==> src/logic/down_timer_consts.svh <==
// Constants of the dual down timer: register indices, field positions,
// reset values and prescaler ratio limits. Definitions only.
`ifndef DOWN_TIMER_CONSTS_SVH
`define DOWN_TIMER_CONSTS_SVH

// Register indices; byte address is four times the index
`define IDX_TIMER_MODE_CONFIG 16'hFFC0
`define IDX_CLOCK_SOURCE_AND_OUTPUT_CTRL 16'hFFC1
`define IDX_TIMER_ZERO_CONTROL 16'hFFC2
`define IDX_TIMER_ONE_CONTROL 16'hFFC3
`define IDX_TIMER_ZERO_RELOAD_LOW 16'hFFC4
`define IDX_TIMER_ZERO_RELOAD_HIGH 16'hFFC5
`define IDX_TIMER_ONE_RELOAD_LOW 16'hFFC6
`define IDX_TIMER_ONE_RELOAD_HIGH 16'hFFC7
`define IDX_TIMER_ZERO_COUNT_LOW 16'hFFC8
`define IDX_TIMER_ZERO_COUNT_HIGH 16'hFFC9
`define IDX_TIMER_ONE_COUNT_LOW 16'hFFCA
`define IDX_TIMER_ONE_COUNT_HIGH 16'hFFCB
`define IDX_TIMER_INTERRUPT_ENABLE 16'hFFE2
`define IDX_TIMER_INTERRUPT_FLAGS 16'hFFF2

// Mode register fields
`define BIT_EDGE_POLARITY_SELECT 0
`define BIT_NOISE_FILTER_SELECT 1
`define BIT_EVENT_COUNT_SELECT 2
`define BIT_CHAINED_WIDTH_SELECT 3
// Clock source and output register fields
`define BIT_PRESCALER_ZERO_SOURCE_SEL 0
`define BIT_PRESCALER_ONE_SOURCE_SEL 1
`define BIT_PULSE_OUTPUT_ENABLE 2
`define BIT_PULSE_CHANNEL_SELECT 3
// Timer control register fields
`define BIT_RUN 0
`define BIT_RELOAD_STROBE 1
`define LSB_RATIO 2

// Reset values
`define RST_NIBBLE 4'h0
`define RST_BYTE 8'h00
`define RST_RATIO 2'h0

// Prescaler terminal counts for ratios 1, 4, 32, 256
`define PRE_LIMIT_DIV1 8'h00
`define PRE_LIMIT_DIV4 8'h03
`define PRE_LIMIT_DIV32 8'h1F
`define PRE_LIMIT_DIV256 8'hFF

`endif

==> src/logic/down_timer_pkg.sv <==
// Types of the dual down timer: Wishbone carriers and filter states.
// Assumes a 32-bit classic Wishbone bus with 18-bit byte addresses.
package down_timer_pkg;

    typedef struct packed {
        logic cyc;
        logic stb;
        logic we;
        logic [17:0] adr;
        logic [31:0] dat;
        logic [3:0] sel;
    } wb_req_t;

    typedef struct packed {
        logic ack;
        logic [31:0] dat;
    } wb_rsp_t;

    typedef enum logic [2:0] {
        FLT_STABLE = 3'b001,
        FLT_WAIT_FIRST = 3'b010,
        FLT_WAIT_SECOND = 3'b100
    } filter_state_t;

endpackage

==> src/logic/dual_down_timer.sv <==
// Two 8-bit reloadable down timers, chainable to 16 bits, with prescalers,
// event counting, noise rejection, pulse output and serial clock output.
// Assumes oscillator, event and 2048 Hz reference inputs are synchronous
// to clk_sys_in and much slower than it.
//
// The Wishbone register port was left to the implementer.
`timescale 1ns/1ns
`default_nettype none
`include "down_timer_consts.svh"

module dual_down_timer (
    // Clock and reset
    input wire logic clk_sys_in,
    input wire logic rst_n_in,
    // Wishbone slave
    input wire down_timer_pkg::wb_req_t wb_req_in,
    output down_timer_pkg::wb_rsp_t wb_rsp_out,
    // Clock sources and event input
    input wire logic low_freq_oscillator_in,
    input wire logic high_freq_oscillator_in,
    input wire logic ref_2048hz_in,
    input wire logic event_input_pin_in,
    // Outputs to serial interface, port and interrupt controller
    output logic serial_clock_out,
    output logic underflow_pulse_output_out,
    output logic timer_zero_irq_out,
    output logic timer_one_irq_out
);
    import down_timer_pkg::*;

    // Software registers
    logic [3:0] mode_r;
    logic [3:0] src_ctrl_r;
    logic [1:0] ratio_r [2];
    logic [1:0] run_r;
    logic [7:0] reload_r [2];
    logic [7:0] count_r [2];
    logic [3:0] hold_r [2];
    logic [1:0] irq_enable_r;
    logic [1:0] irq_flag_r;

    // Internal state
    logic [7:0] pre_r [2];
    logic lf_prev_r;
    logic hf_prev_r;
    logic ref_prev_r;
    logic ev_prev_r;
    logic filt_level_r;
    logic src_level_prev_r;
    filter_state_t flt_state_r;
    logic serial_clock_r;
    logic pulse_toggle_r;
    logic pulse_out_r;
    logic [1:0] irq_r;
    wb_rsp_t rsp_r;

    // Decoded controls
    logic chained;
    logic event_mode;
    logic filter_sel;
    logic rising_sel;
    assign chained = mode_r[`BIT_CHAINED_WIDTH_SELECT];
    assign event_mode = mode_r[`BIT_EVENT_COUNT_SELECT];
    assign filter_sel = mode_r[`BIT_NOISE_FILTER_SELECT];
    assign rising_sel = mode_r[`BIT_EDGE_POLARITY_SELECT];

    // Bus decode; access is taken on the edge that raises ack
    logic bus_take;
    logic bus_wr;
    logic bus_rd;
    logic [15:0] idx;
    logic [3:0] wd;
    assign bus_take = wb_req_in.cyc && wb_req_in.stb && !rsp_r.ack;
    assign bus_wr = bus_take && wb_req_in.we && wb_req_in.sel[0];
    assign bus_rd = bus_take && !wb_req_in.we;
    assign idx = wb_req_in.adr[17:2];
    assign wd = wb_req_in.dat[3:0];

    // Prescaler terminal count for a ratio code
    function automatic logic [7:0] pre_limit(input logic [1:0] code);
        unique case (code)
            2'h0: pre_limit = `PRE_LIMIT_DIV1;
            2'h1: pre_limit = `PRE_LIMIT_DIV4;
            2'h2: pre_limit = `PRE_LIMIT_DIV32;
            2'h3: pre_limit = `PRE_LIMIT_DIV256;
        endcase
    endfunction

    // Source edges
    logic lf_edge;
    logic hf_edge;
    logic ref_fall;
    logic [1:0] src_edge;
    logic [1:0] pre_tick;
    assign lf_edge = low_freq_oscillator_in && !lf_prev_r;
    assign hf_edge = high_freq_oscillator_in && !hf_prev_r;
    assign ref_fall = !ref_2048hz_in && ref_prev_r;
    assign src_edge[0] = src_ctrl_r[`BIT_PRESCALER_ZERO_SOURCE_SEL] ? hf_edge : lf_edge;
    assign src_edge[1] = src_ctrl_r[`BIT_PRESCALER_ONE_SOURCE_SEL] ? hf_edge : lf_edge;
    assign pre_tick[0] = src_edge[0] && (pre_r[0] == pre_limit(ratio_r[0]));
    assign pre_tick[1] = src_edge[1] && (pre_r[1] == pre_limit(ratio_r[1]));

    // Event edge from the raw or filtered level
    logic src_level;
    logic ev_edge;
    assign src_level = filter_sel ? filt_level_r : ev_prev_r;
    assign ev_edge = rising_sel ? (src_level && !src_level_prev_r)
                                : (!src_level && src_level_prev_r);

    // Count steps and underflows
    logic [1:0] step;
    logic [1:0] uf;
    logic pulse_src;
    assign step[0] = run_r[0] && (event_mode ? ev_edge : pre_tick[0]);
    assign step[1] = chained ? (step[0] && count_r[0] == `RST_BYTE)
                             : (run_r[1] && pre_tick[1]);
    assign uf[0] = step[0] && count_r[0] == `RST_BYTE;
    assign uf[1] = step[1] && count_r[1] == `RST_BYTE;
    assign pulse_src = (chained || src_ctrl_r[`BIT_PULSE_CHANNEL_SELECT]) ? uf[1] : uf[0];

    // Edge history of sampled inputs
    always_ff @(posedge clk_sys_in)
    begin
        if (!rst_n_in)
        begin
            lf_prev_r <= 1'b0;
            hf_prev_r <= 1'b0;
            ref_prev_r <= 1'b0;
            ev_prev_r <= 1'b0;
            src_level_prev_r <= 1'b0;
        end
        else
        begin
            lf_prev_r <= low_freq_oscillator_in;
            hf_prev_r <= high_freq_oscillator_in;
            ref_prev_r <= ref_2048hz_in;
            ev_prev_r <= event_input_pin_in;
            src_level_prev_r <= src_level;
        end
    end

    // Noise rejecter: a changed level is accepted at the second reference fall
    always_ff @(posedge clk_sys_in)
    begin
        if (!rst_n_in)
        begin
            flt_state_r <= FLT_STABLE;
            filt_level_r <= 1'b0;
        end
        else if (ev_prev_r == filt_level_r)
        begin
            flt_state_r <= FLT_STABLE;
        end
        else
        begin
            unique case (flt_state_r)
                FLT_STABLE: flt_state_r <= ref_fall ? FLT_WAIT_SECOND : FLT_WAIT_FIRST;
                FLT_WAIT_FIRST:
                begin
                    if (ref_fall)
                    begin
                        flt_state_r <= FLT_WAIT_SECOND;
                    end
                end
                FLT_WAIT_SECOND:
                begin
                    if (ref_fall)
                    begin
                        filt_level_r <= ev_prev_r;
                        flt_state_r <= FLT_STABLE;
                    end
                end
                default: flt_state_r <= FLT_STABLE;
            endcase
        end
    end

    // Prescalers, cleared while stopped
    always_ff @(posedge clk_sys_in)
    begin
        for (int i = 0; i < 2; i++)
        begin
            if (!rst_n_in || !run_r[i] || pre_tick[i])
            begin
                pre_r[i] <= `RST_BYTE;
            end
            else if (src_edge[i])
            begin
                pre_r[i] <= pre_r[i] + 8'h01;
            end
        end
    end

    // Configuration registers
    always_ff @(posedge clk_sys_in)
    begin
        if (!rst_n_in)
        begin
            mode_r <= `RST_NIBBLE;
            src_ctrl_r <= `RST_NIBBLE;
            ratio_r[0] <= `RST_RATIO;
            ratio_r[1] <= `RST_RATIO;
            run_r <= 2'h0;
            irq_enable_r <= 2'h0;
        end
        else if (bus_wr)
        begin
            unique case (idx)
                `IDX_TIMER_MODE_CONFIG: mode_r <= wd;
                `IDX_CLOCK_SOURCE_AND_OUTPUT_CTRL: src_ctrl_r <= wd;
                `IDX_TIMER_ZERO_CONTROL:
                begin
                    ratio_r[0] <= wd[`LSB_RATIO +: 2];
                    run_r[0] <= wd[`BIT_RUN];
                end
                `IDX_TIMER_ONE_CONTROL:
                begin
                    ratio_r[1] <= wd[`LSB_RATIO +: 2];
                    run_r[1] <= wd[`BIT_RUN];
                end
                `IDX_TIMER_INTERRUPT_ENABLE: irq_enable_r <= wd[1:0];
                default: ;
            endcase
        end
    end

    // Reload values
    always_ff @(posedge clk_sys_in)
    begin
        if (!rst_n_in)
        begin
            reload_r[0] <= `RST_BYTE;
            reload_r[1] <= `RST_BYTE;
        end
        else if (bus_wr)
        begin
            unique case (idx)
                `IDX_TIMER_ZERO_RELOAD_LOW: reload_r[0][3:0] <= wd;
                `IDX_TIMER_ZERO_RELOAD_HIGH: reload_r[0][7:4] <= wd;
                `IDX_TIMER_ONE_RELOAD_LOW: reload_r[1][3:0] <= wd;
                `IDX_TIMER_ONE_RELOAD_HIGH: reload_r[1][7:4] <= wd;
                default: ;
            endcase
        end
    end

    // Down counters; a preset strobe wins over a count step
    logic [1:0] preset;
    assign preset[0] = bus_wr && idx == `IDX_TIMER_ZERO_CONTROL && wd[`BIT_RELOAD_STROBE];
    assign preset[1] = bus_wr && idx == `IDX_TIMER_ONE_CONTROL && wd[`BIT_RELOAD_STROBE];
    always_ff @(posedge clk_sys_in)
    begin
        for (int i = 0; i < 2; i++)
        begin
            if (!rst_n_in)
            begin
                count_r[i] <= `RST_BYTE;
            end
            else if (preset[i] || uf[i])
            begin
                count_r[i] <= reload_r[i];
            end
            else if (step[i])
            begin
                count_r[i] <= count_r[i] - 8'h01;
            end
        end
    end

    // Interrupt flags: set wins over a clearing write
    logic [1:0] flag_set;
    logic [1:0] flag_clr;
    assign flag_set[0] = uf[0] && !chained;
    assign flag_set[1] = uf[1];
    assign flag_clr = (bus_wr && idx == `IDX_TIMER_INTERRUPT_FLAGS) ? wd[1:0] : 2'h0;
    always_ff @(posedge clk_sys_in)
    begin
        if (!rst_n_in)
        begin
            irq_flag_r <= 2'h0;
            irq_r <= 2'h0;
        end
        else
        begin
            irq_flag_r <= (irq_flag_r & ~flag_clr) | flag_set;
            irq_r <= irq_flag_r & irq_enable_r;
        end
    end

    // Serial clock and pulse output dividers
    always_ff @(posedge clk_sys_in)
    begin
        if (!rst_n_in)
        begin
            serial_clock_r <= 1'b0;
            pulse_toggle_r <= 1'b0;
            pulse_out_r <= 1'b1;
        end
        else
        begin
            serial_clock_r <= serial_clock_r ^ uf[1];
            pulse_toggle_r <= pulse_toggle_r ^ pulse_src;
            pulse_out_r <= src_ctrl_r[`BIT_PULSE_OUTPUT_ENABLE]
                           ? (pulse_toggle_r ^ pulse_src) : 1'b1;
        end
    end

    // Read data and high nibble hold
    logic [3:0] rd_nib;
    always_comb
    begin
        rd_nib = `RST_NIBBLE;
        unique case (idx)
            `IDX_TIMER_MODE_CONFIG: rd_nib = mode_r;
            `IDX_CLOCK_SOURCE_AND_OUTPUT_CTRL: rd_nib = src_ctrl_r;
            `IDX_TIMER_ZERO_CONTROL: rd_nib = {ratio_r[0], 1'b0, run_r[0]};
            `IDX_TIMER_ONE_CONTROL: rd_nib = {ratio_r[1], 1'b0, run_r[1]};
            `IDX_TIMER_ZERO_RELOAD_LOW: rd_nib = reload_r[0][3:0];
            `IDX_TIMER_ZERO_RELOAD_HIGH: rd_nib = reload_r[0][7:4];
            `IDX_TIMER_ONE_RELOAD_LOW: rd_nib = reload_r[1][3:0];
            `IDX_TIMER_ONE_RELOAD_HIGH: rd_nib = reload_r[1][7:4];
            `IDX_TIMER_ZERO_COUNT_LOW: rd_nib = count_r[0][3:0];
            `IDX_TIMER_ZERO_COUNT_HIGH: rd_nib = hold_r[0];
            `IDX_TIMER_ONE_COUNT_LOW: rd_nib = count_r[1][3:0];
            `IDX_TIMER_ONE_COUNT_HIGH: rd_nib = hold_r[1];
            `IDX_TIMER_INTERRUPT_ENABLE: rd_nib = {2'h0, irq_enable_r};
            `IDX_TIMER_INTERRUPT_FLAGS: rd_nib = {2'h0, irq_flag_r};
            default: rd_nib = `RST_NIBBLE;
        endcase
    end

    always_ff @(posedge clk_sys_in)
    begin
        if (!rst_n_in)
        begin
            hold_r[0] <= `RST_NIBBLE;
            hold_r[1] <= `RST_NIBBLE;
        end
        else if (bus_rd && idx == `IDX_TIMER_ZERO_COUNT_LOW)
        begin
            hold_r[0] <= count_r[0][7:4];
        end
        else if (bus_rd && idx == `IDX_TIMER_ONE_COUNT_LOW)
        begin
            hold_r[1] <= count_r[1][7:4];
        end
    end

    // Wishbone answer: one wait state, ack for one cycle
    always_ff @(posedge clk_sys_in)
    begin
        if (!rst_n_in)
        begin
            rsp_r <= '0;
        end
        else
        begin
            rsp_r.ack <= bus_take;
            rsp_r.dat <= bus_rd ? {28'h0000000, rd_nib} : 32'h00000000;
        end
    end

    assign wb_rsp_out = rsp_r;
    assign serial_clock_out = serial_clock_r;
    assign underflow_pulse_output_out = pulse_out_r;
    assign timer_zero_irq_out = irq_r[0];
    assign timer_one_irq_out = irq_r[1];
endmodule
`default_nettype wire

==> config.mk <==
export PLATFORM = sky130hd
export DESIGN_NAME = dual_down_timer
export DESIGN_NICKNAME = d
export VERILOG_FILES = /design/src/logic/down_timer_pkg.sv /design/src/logic/dual_down_timer.sv
export VERILOG_INCLUDE_DIRS = /design/src /design/src/logic
export SDC_FILE = /design/constraint.sdc
export NUM_CORES = 1
export LEC_CHECK = 0
export BUFFER_PORTS_ARGS = -buffer_cell sky130_fd_sc_hd__buf_2
export CAP_MARGIN = 20
export CORE_MARGIN = 10
export CORE_UTILIZATION = 48
export CTS_BUF_LIST = sky130_fd_sc_hd__clkbuf_2
export DETAILED_ROUTE_END_ITERATION = 8
export PLACE_DENSITY = 0.8
export SYNTH_ARGS = -nofsm -noshare
export SYNTH_HDL_FRONTEND = slang
export SYNTH_SLANG_ARGS = --single-unit
==> constraint.sdc <==
create_clock -name clk_sys_in -period 3 [get_ports clk_sys_in]
set_input_delay 0.3 -clock clk_sys_in [delete_from_list [all_inputs] [get_ports clk_sys_in]]
set_output_delay 0.3 -clock clk_sys_in [all_outputs]
set_load 0.02 [all_outputs]
# ---- After elaboration in Yosys (flattened, before gate mapping)
# Memory sizes are Yosys's and may differ from the RTL's.
# Index checks and enable logic that the tools add are counted.
dict set report totals {
  reg_bits 61
  ram_bits 60
  in_bits 63
  output_inout_bits 37
  word_cells 220
  memories 5
}
# name words width rd rd_ports_with_merged_regs wr line
set mem_list {}
lappend mem_list {count_r 2 8 2 0 2 dual_down_timer.sv:37} ;# logic [7:0] count_r [2];
lappend mem_list {pre_r 2 8 2 0 2 dual_down_timer.sv:43} ;# logic [7:0] pre_r [2];
lappend mem_list {reload_r 2 8 2 0 2 dual_down_timer.sv:36} ;# logic [7:0] reload_r [2];
lappend mem_list {hold_r 2 4 2 0 2 dual_down_timer.sv:38} ;# logic [3:0] hold_r [2];
lappend mem_list {ratio_r 2 2 2 0 2 dual_down_timer.sv:34} ;# logic [1:0] ratio_r [2];
dict set report classes {
  add_sub_neg 4
  n_eq_ne 28
  muxes 85
  bitwise_logic 22
  n_reduce_logical 56
}
# op n
set op_table {}
lappend op_table {{$eq A16 B16 Y1 const B} 14}
lappend op_table {{$pmux W8 S4} 2}
lappend op_table {{$mux W1} 63}
lappend op_table {{$pmux W4 S14} 1}
lappend op_table {{$mux W8} 6}
lappend op_table {{$logic_and A1 B1 Y1} 24}
lappend op_table {{$mux W4} 6}
lappend op_table {{$add A8 B1 Y8 const B} 2}
lappend op_table {{$eq A8 B8 Y1} 2}
lappend op_table {{$logic_not A8 Y1} 2}
lappend op_table {{$reduce_and A2 Y1} 8}
lappend op_table {{$sub A8 B1 Y8 const B} 2}
lappend op_table {{$or A1 B1 Y1} 14}
lappend op_table {{$logic_not A1 Y1} 11}
lappend op_table {{$mux W3} 3}
lappend op_table {{$pmux W3 S3} 1}
lappend op_table {{$eq A2 B2 Y1 const B} 4}
lappend op_table {{$logic_or A1 B1 Y1} 7}
lappend op_table {{$mux W2} 3}
lappend op_table {{$and A2 B2 Y2} 2}
lappend op_table {{$eq A2 B1 Y1 const B} 2}
lappend op_table {{$logic_not A2 Y1} 2}
lappend op_table {{$ne A2 B2 Y1 const B} 2}
lappend op_table {{$eq A3 B1 Y1 const B} 1}
lappend op_table {{other kinds (9)} 11}

# ---- Logic depth before layout (Yosys ltp)
# An unclocked memory read counts as a cell.
dict set report depth {
  depth_word 16
  ltp_mapped 9
  mapped_depth_nobuf 9
}

# ---- Least setup slack after synthesis
# OpenSTA, ideal clock, no wires.
dict set report synth_path {
  kind {input port to flip-flop}
  from {in wb_req_in[42] (netlist bit)}
  to {mem hold_r[0][0] (enable)}
  setup_ns 0.373
  arrival_time_ns 2.125
  t_required_ns 2.627
  setup_slack_ns 0.502
  path_stages 7
  n_path_buf 2
  path_cell_list {clkbuf_1 -> or4_1 -> buf_2 -> nor2_2 -> nand3b_1 -> or3_1 -> o31ai_1}
}
# element line
set synth_lines {}
lappend synth_lines {{start: declaration} dual_down_timer.sv:16} ;# input wire down_timer_pkg::wb_req_t wb_req_in,
lappend synth_lines {{end: declaration} dual_down_timer.sv:38}

==> results.ini <==
[clock_tree]
cts_htree_levels = 3
root_buffer = clkbuf_2
cts_buffers = 9
clock-sinks = 93
clk_pin_slew_worst_paths_ns = 0.26
cts_setup_buffers = 0
ctsLongestPathBuffers = 2
ctsResizeCount = 0
insertion_delay_ns = 0.57
cts_tree = built

[logic_synthesis]
yosys.area.top_type = edfxtp_1
synth_area_mm2 = 0.00505
synthTopCellsByArea = edfxtp_1 (36%), dfxtp_1 (13%), buf_4 (4.2%)
synth_area_per_cell_um2 = 10.2
synth_top_area_frac = 0.357
synth_seq_cells = 93
yosys_warnings = 0
synth_ff_type = edfxtp_1
ys_async_sr_fraction = 0
ys_seq_area_frac = 0.487
syn_inst = 494
synth_edf_count = 60
synth_cell_type_count = 67

[sta]
fin_crit_sh = 0.902
setup_viol = 0
worst_slew_pin_slew_ns = 0.773
max_slew_margin = 0.481
drv_slew = 0
fmax_mhz = 369
rsz0062_at_grt = no
fin_crit_ns = 2.71
finClkSkew_ns = 0.0319
finalHoldViolations = 0
final.setup.tns_ns = 0

[die]
die_y_um = 123
core_mm2 = 0.0103
rows = 37
start_util = 0.492
die_x_um = 123
ios = 100
die_area_mm2 = 0.0150

[worst_setup_path]
crit_path_start_kind = register
worst-setup-path-type = reg2reg
cp.arrival_ns = 2.94
cp.required_ns = 3.23
worst-path-max-fanout = 8
endpoint_kind = register

[placed_design]
place_congestion = 0.926
dp_cells = 653
portBuffers = 38
dp_hpwl_um = 8780

[final_layout]
layout_common_cells = edfxtp_1 (60), nand2_1 (47), nor2_1 (44)
fin_nets = 601
fill_cells = 891
final_common_cell = edfxtp_1
antennaDiodeCount = 0
area_growth_pct = 9.66
drive_above_1_share = 0.152
fin_util = 0.539
final_cells = 675

[detailed_routing]
routed_wl_um = 11800
via_per_inst = 5.72
routedWlPerCell_um = 17.5
drtIter0Drc = 476
dr_total_vias = 3859
first_pass_iters = 8
drc = 0
drtAntennaViolNets = 0

[min_path]
min_path_type = in2reg

[grt]
antenna_found_initial = 0
track_usage = 0.156
grt_pass1_vias = 3797
overflow = 0
grt_first_pass_wirelength_um = 18500
grt_max_degree = 29

[power_and_ir_drop]
pwr-share-clk = 0.371
p_seq_frac = 0.552
ir_worst_vdd_mv = 0.281
intPower_mw = 1.98
swShare = 0.224
p_sw_mw = 0.570
p_leak_nw = 2.04
power.density_mw_per_mm2 = 460
power_frac_comb = 0.077

[run_status]
status = finished clean

[run]
max-cap-violations = 0

[cell type report]
cell class | instances | area (µm²) | share of cell area
Sequential cell | 93 | 2460 | 0.444
Tap cell | 136 | 170 | 0.0307
Multi-Input combinational cell | 368 | 2350 | 0.425
Clock inverter | 7 | 160 | 0.0289
Clock buffer | 9 | 45.0 | 0.00813
Timing Repair Buffer | 52 | 310 | 0.0560
Inverter | 10 | 37.5 | 0.00678
[worst paths after layout]
| path | depth (start not counted) | endpoint | slack [ns] | start |
|---|---|---|---|---|
| setup / recovery | 6 | count_r[1][2] | 0.29 | count_r[0][3] |
| hold / removal | 3 | mode_r[0] | 0.07 | wb_req_in[4] |
| setup reg to reg | 6 | count_r[1][2] | 0.29 | count_r[0][3] |
| hold reg to reg | 1 | flt_state_r[1] | 0.51 | flt_state_r[2] |
[power groups by stage]
stage	clock (mW)	sequential, mW	combinational [mW]
finish	0.945	1.41	0.196
global route	1.01	1.41	0.214
CTS	0.956	1.41	0.192
detailed placement	0	1.43	0.186
global placement	0	1.43	0.183
floorplan	0	1.42	0.164
[worst max-delay path, stage by stage, from the launching register on]
cell      delay (ns)
edfxtp_1        0.57
or4_4           0.60
nor3_4          0.32
nand2_2         0.12
a211oi_4        0.29
nor2_1          0.11
nand3_1         0.35
[cell usage after synthesis, drive strengths merged (9+ instances only)]
library cell and n:
a21boi 10, a21oi 9, and2 24, buf 35, clkbuf 15, dfxtp 33
edfxtp 60, inv 10, mux2i 13, nand2 48, nand3 29, nor2 45
nor2b 13, nor3 9, o21ai 11, o22ai 10, xnor2 16, xor2 11
[state kept, by name (all words and copies together), names as in the netlist, 3 cells and up]
name,flops
count_r,16
pre_r,16
mode_r,4
flt_state_r,3
src_ctrl_r,4
hold_r,8
reload_r,16
ratio_r,4
wb_rsp_out,5
[through the flow]
stage	setup WS, ns	hold slack [ns]	area [µm²]	power, mW
floorplan	0.502	0.409	5150	1.59
CTS	0.310	0.00974	5530	2.55
finish	0.293	0.0678	5540	2.55
detailed placement	0.259	0.469	5280	1.62
global route	0.152	0.0161	5540	2.63
global placement	0.303	0.452	5280	1.61
[logic make-up after synthesis]
group | share of synthesized area
xor gates and xnor gates | 0.0468
adders and majority gates | 0.00991
muxes | 0.0547
and+or+nand+nor | 0.227
AOI/OAI and AO/OA | 0.107
other | 0.000742
DFF | 0.487
buffers and inverters | 0.0666
[metal layers]
layer | global-route usage | routed length (µm)
met5 | 0 | 0
met4 | 0.0523 | 240
met3 | 0.0482 | 1080
met2 | 0.254 | 5590
met1 | 0.192 | 4890
[what timing repair did]
action | CTS | global route
setup endpoints to repair | 0 | 0
hold buffers | 5 | 1
hold endpoints to repair | 5 | 1
No activity file was read; power rests on OpenSTA's default activity.
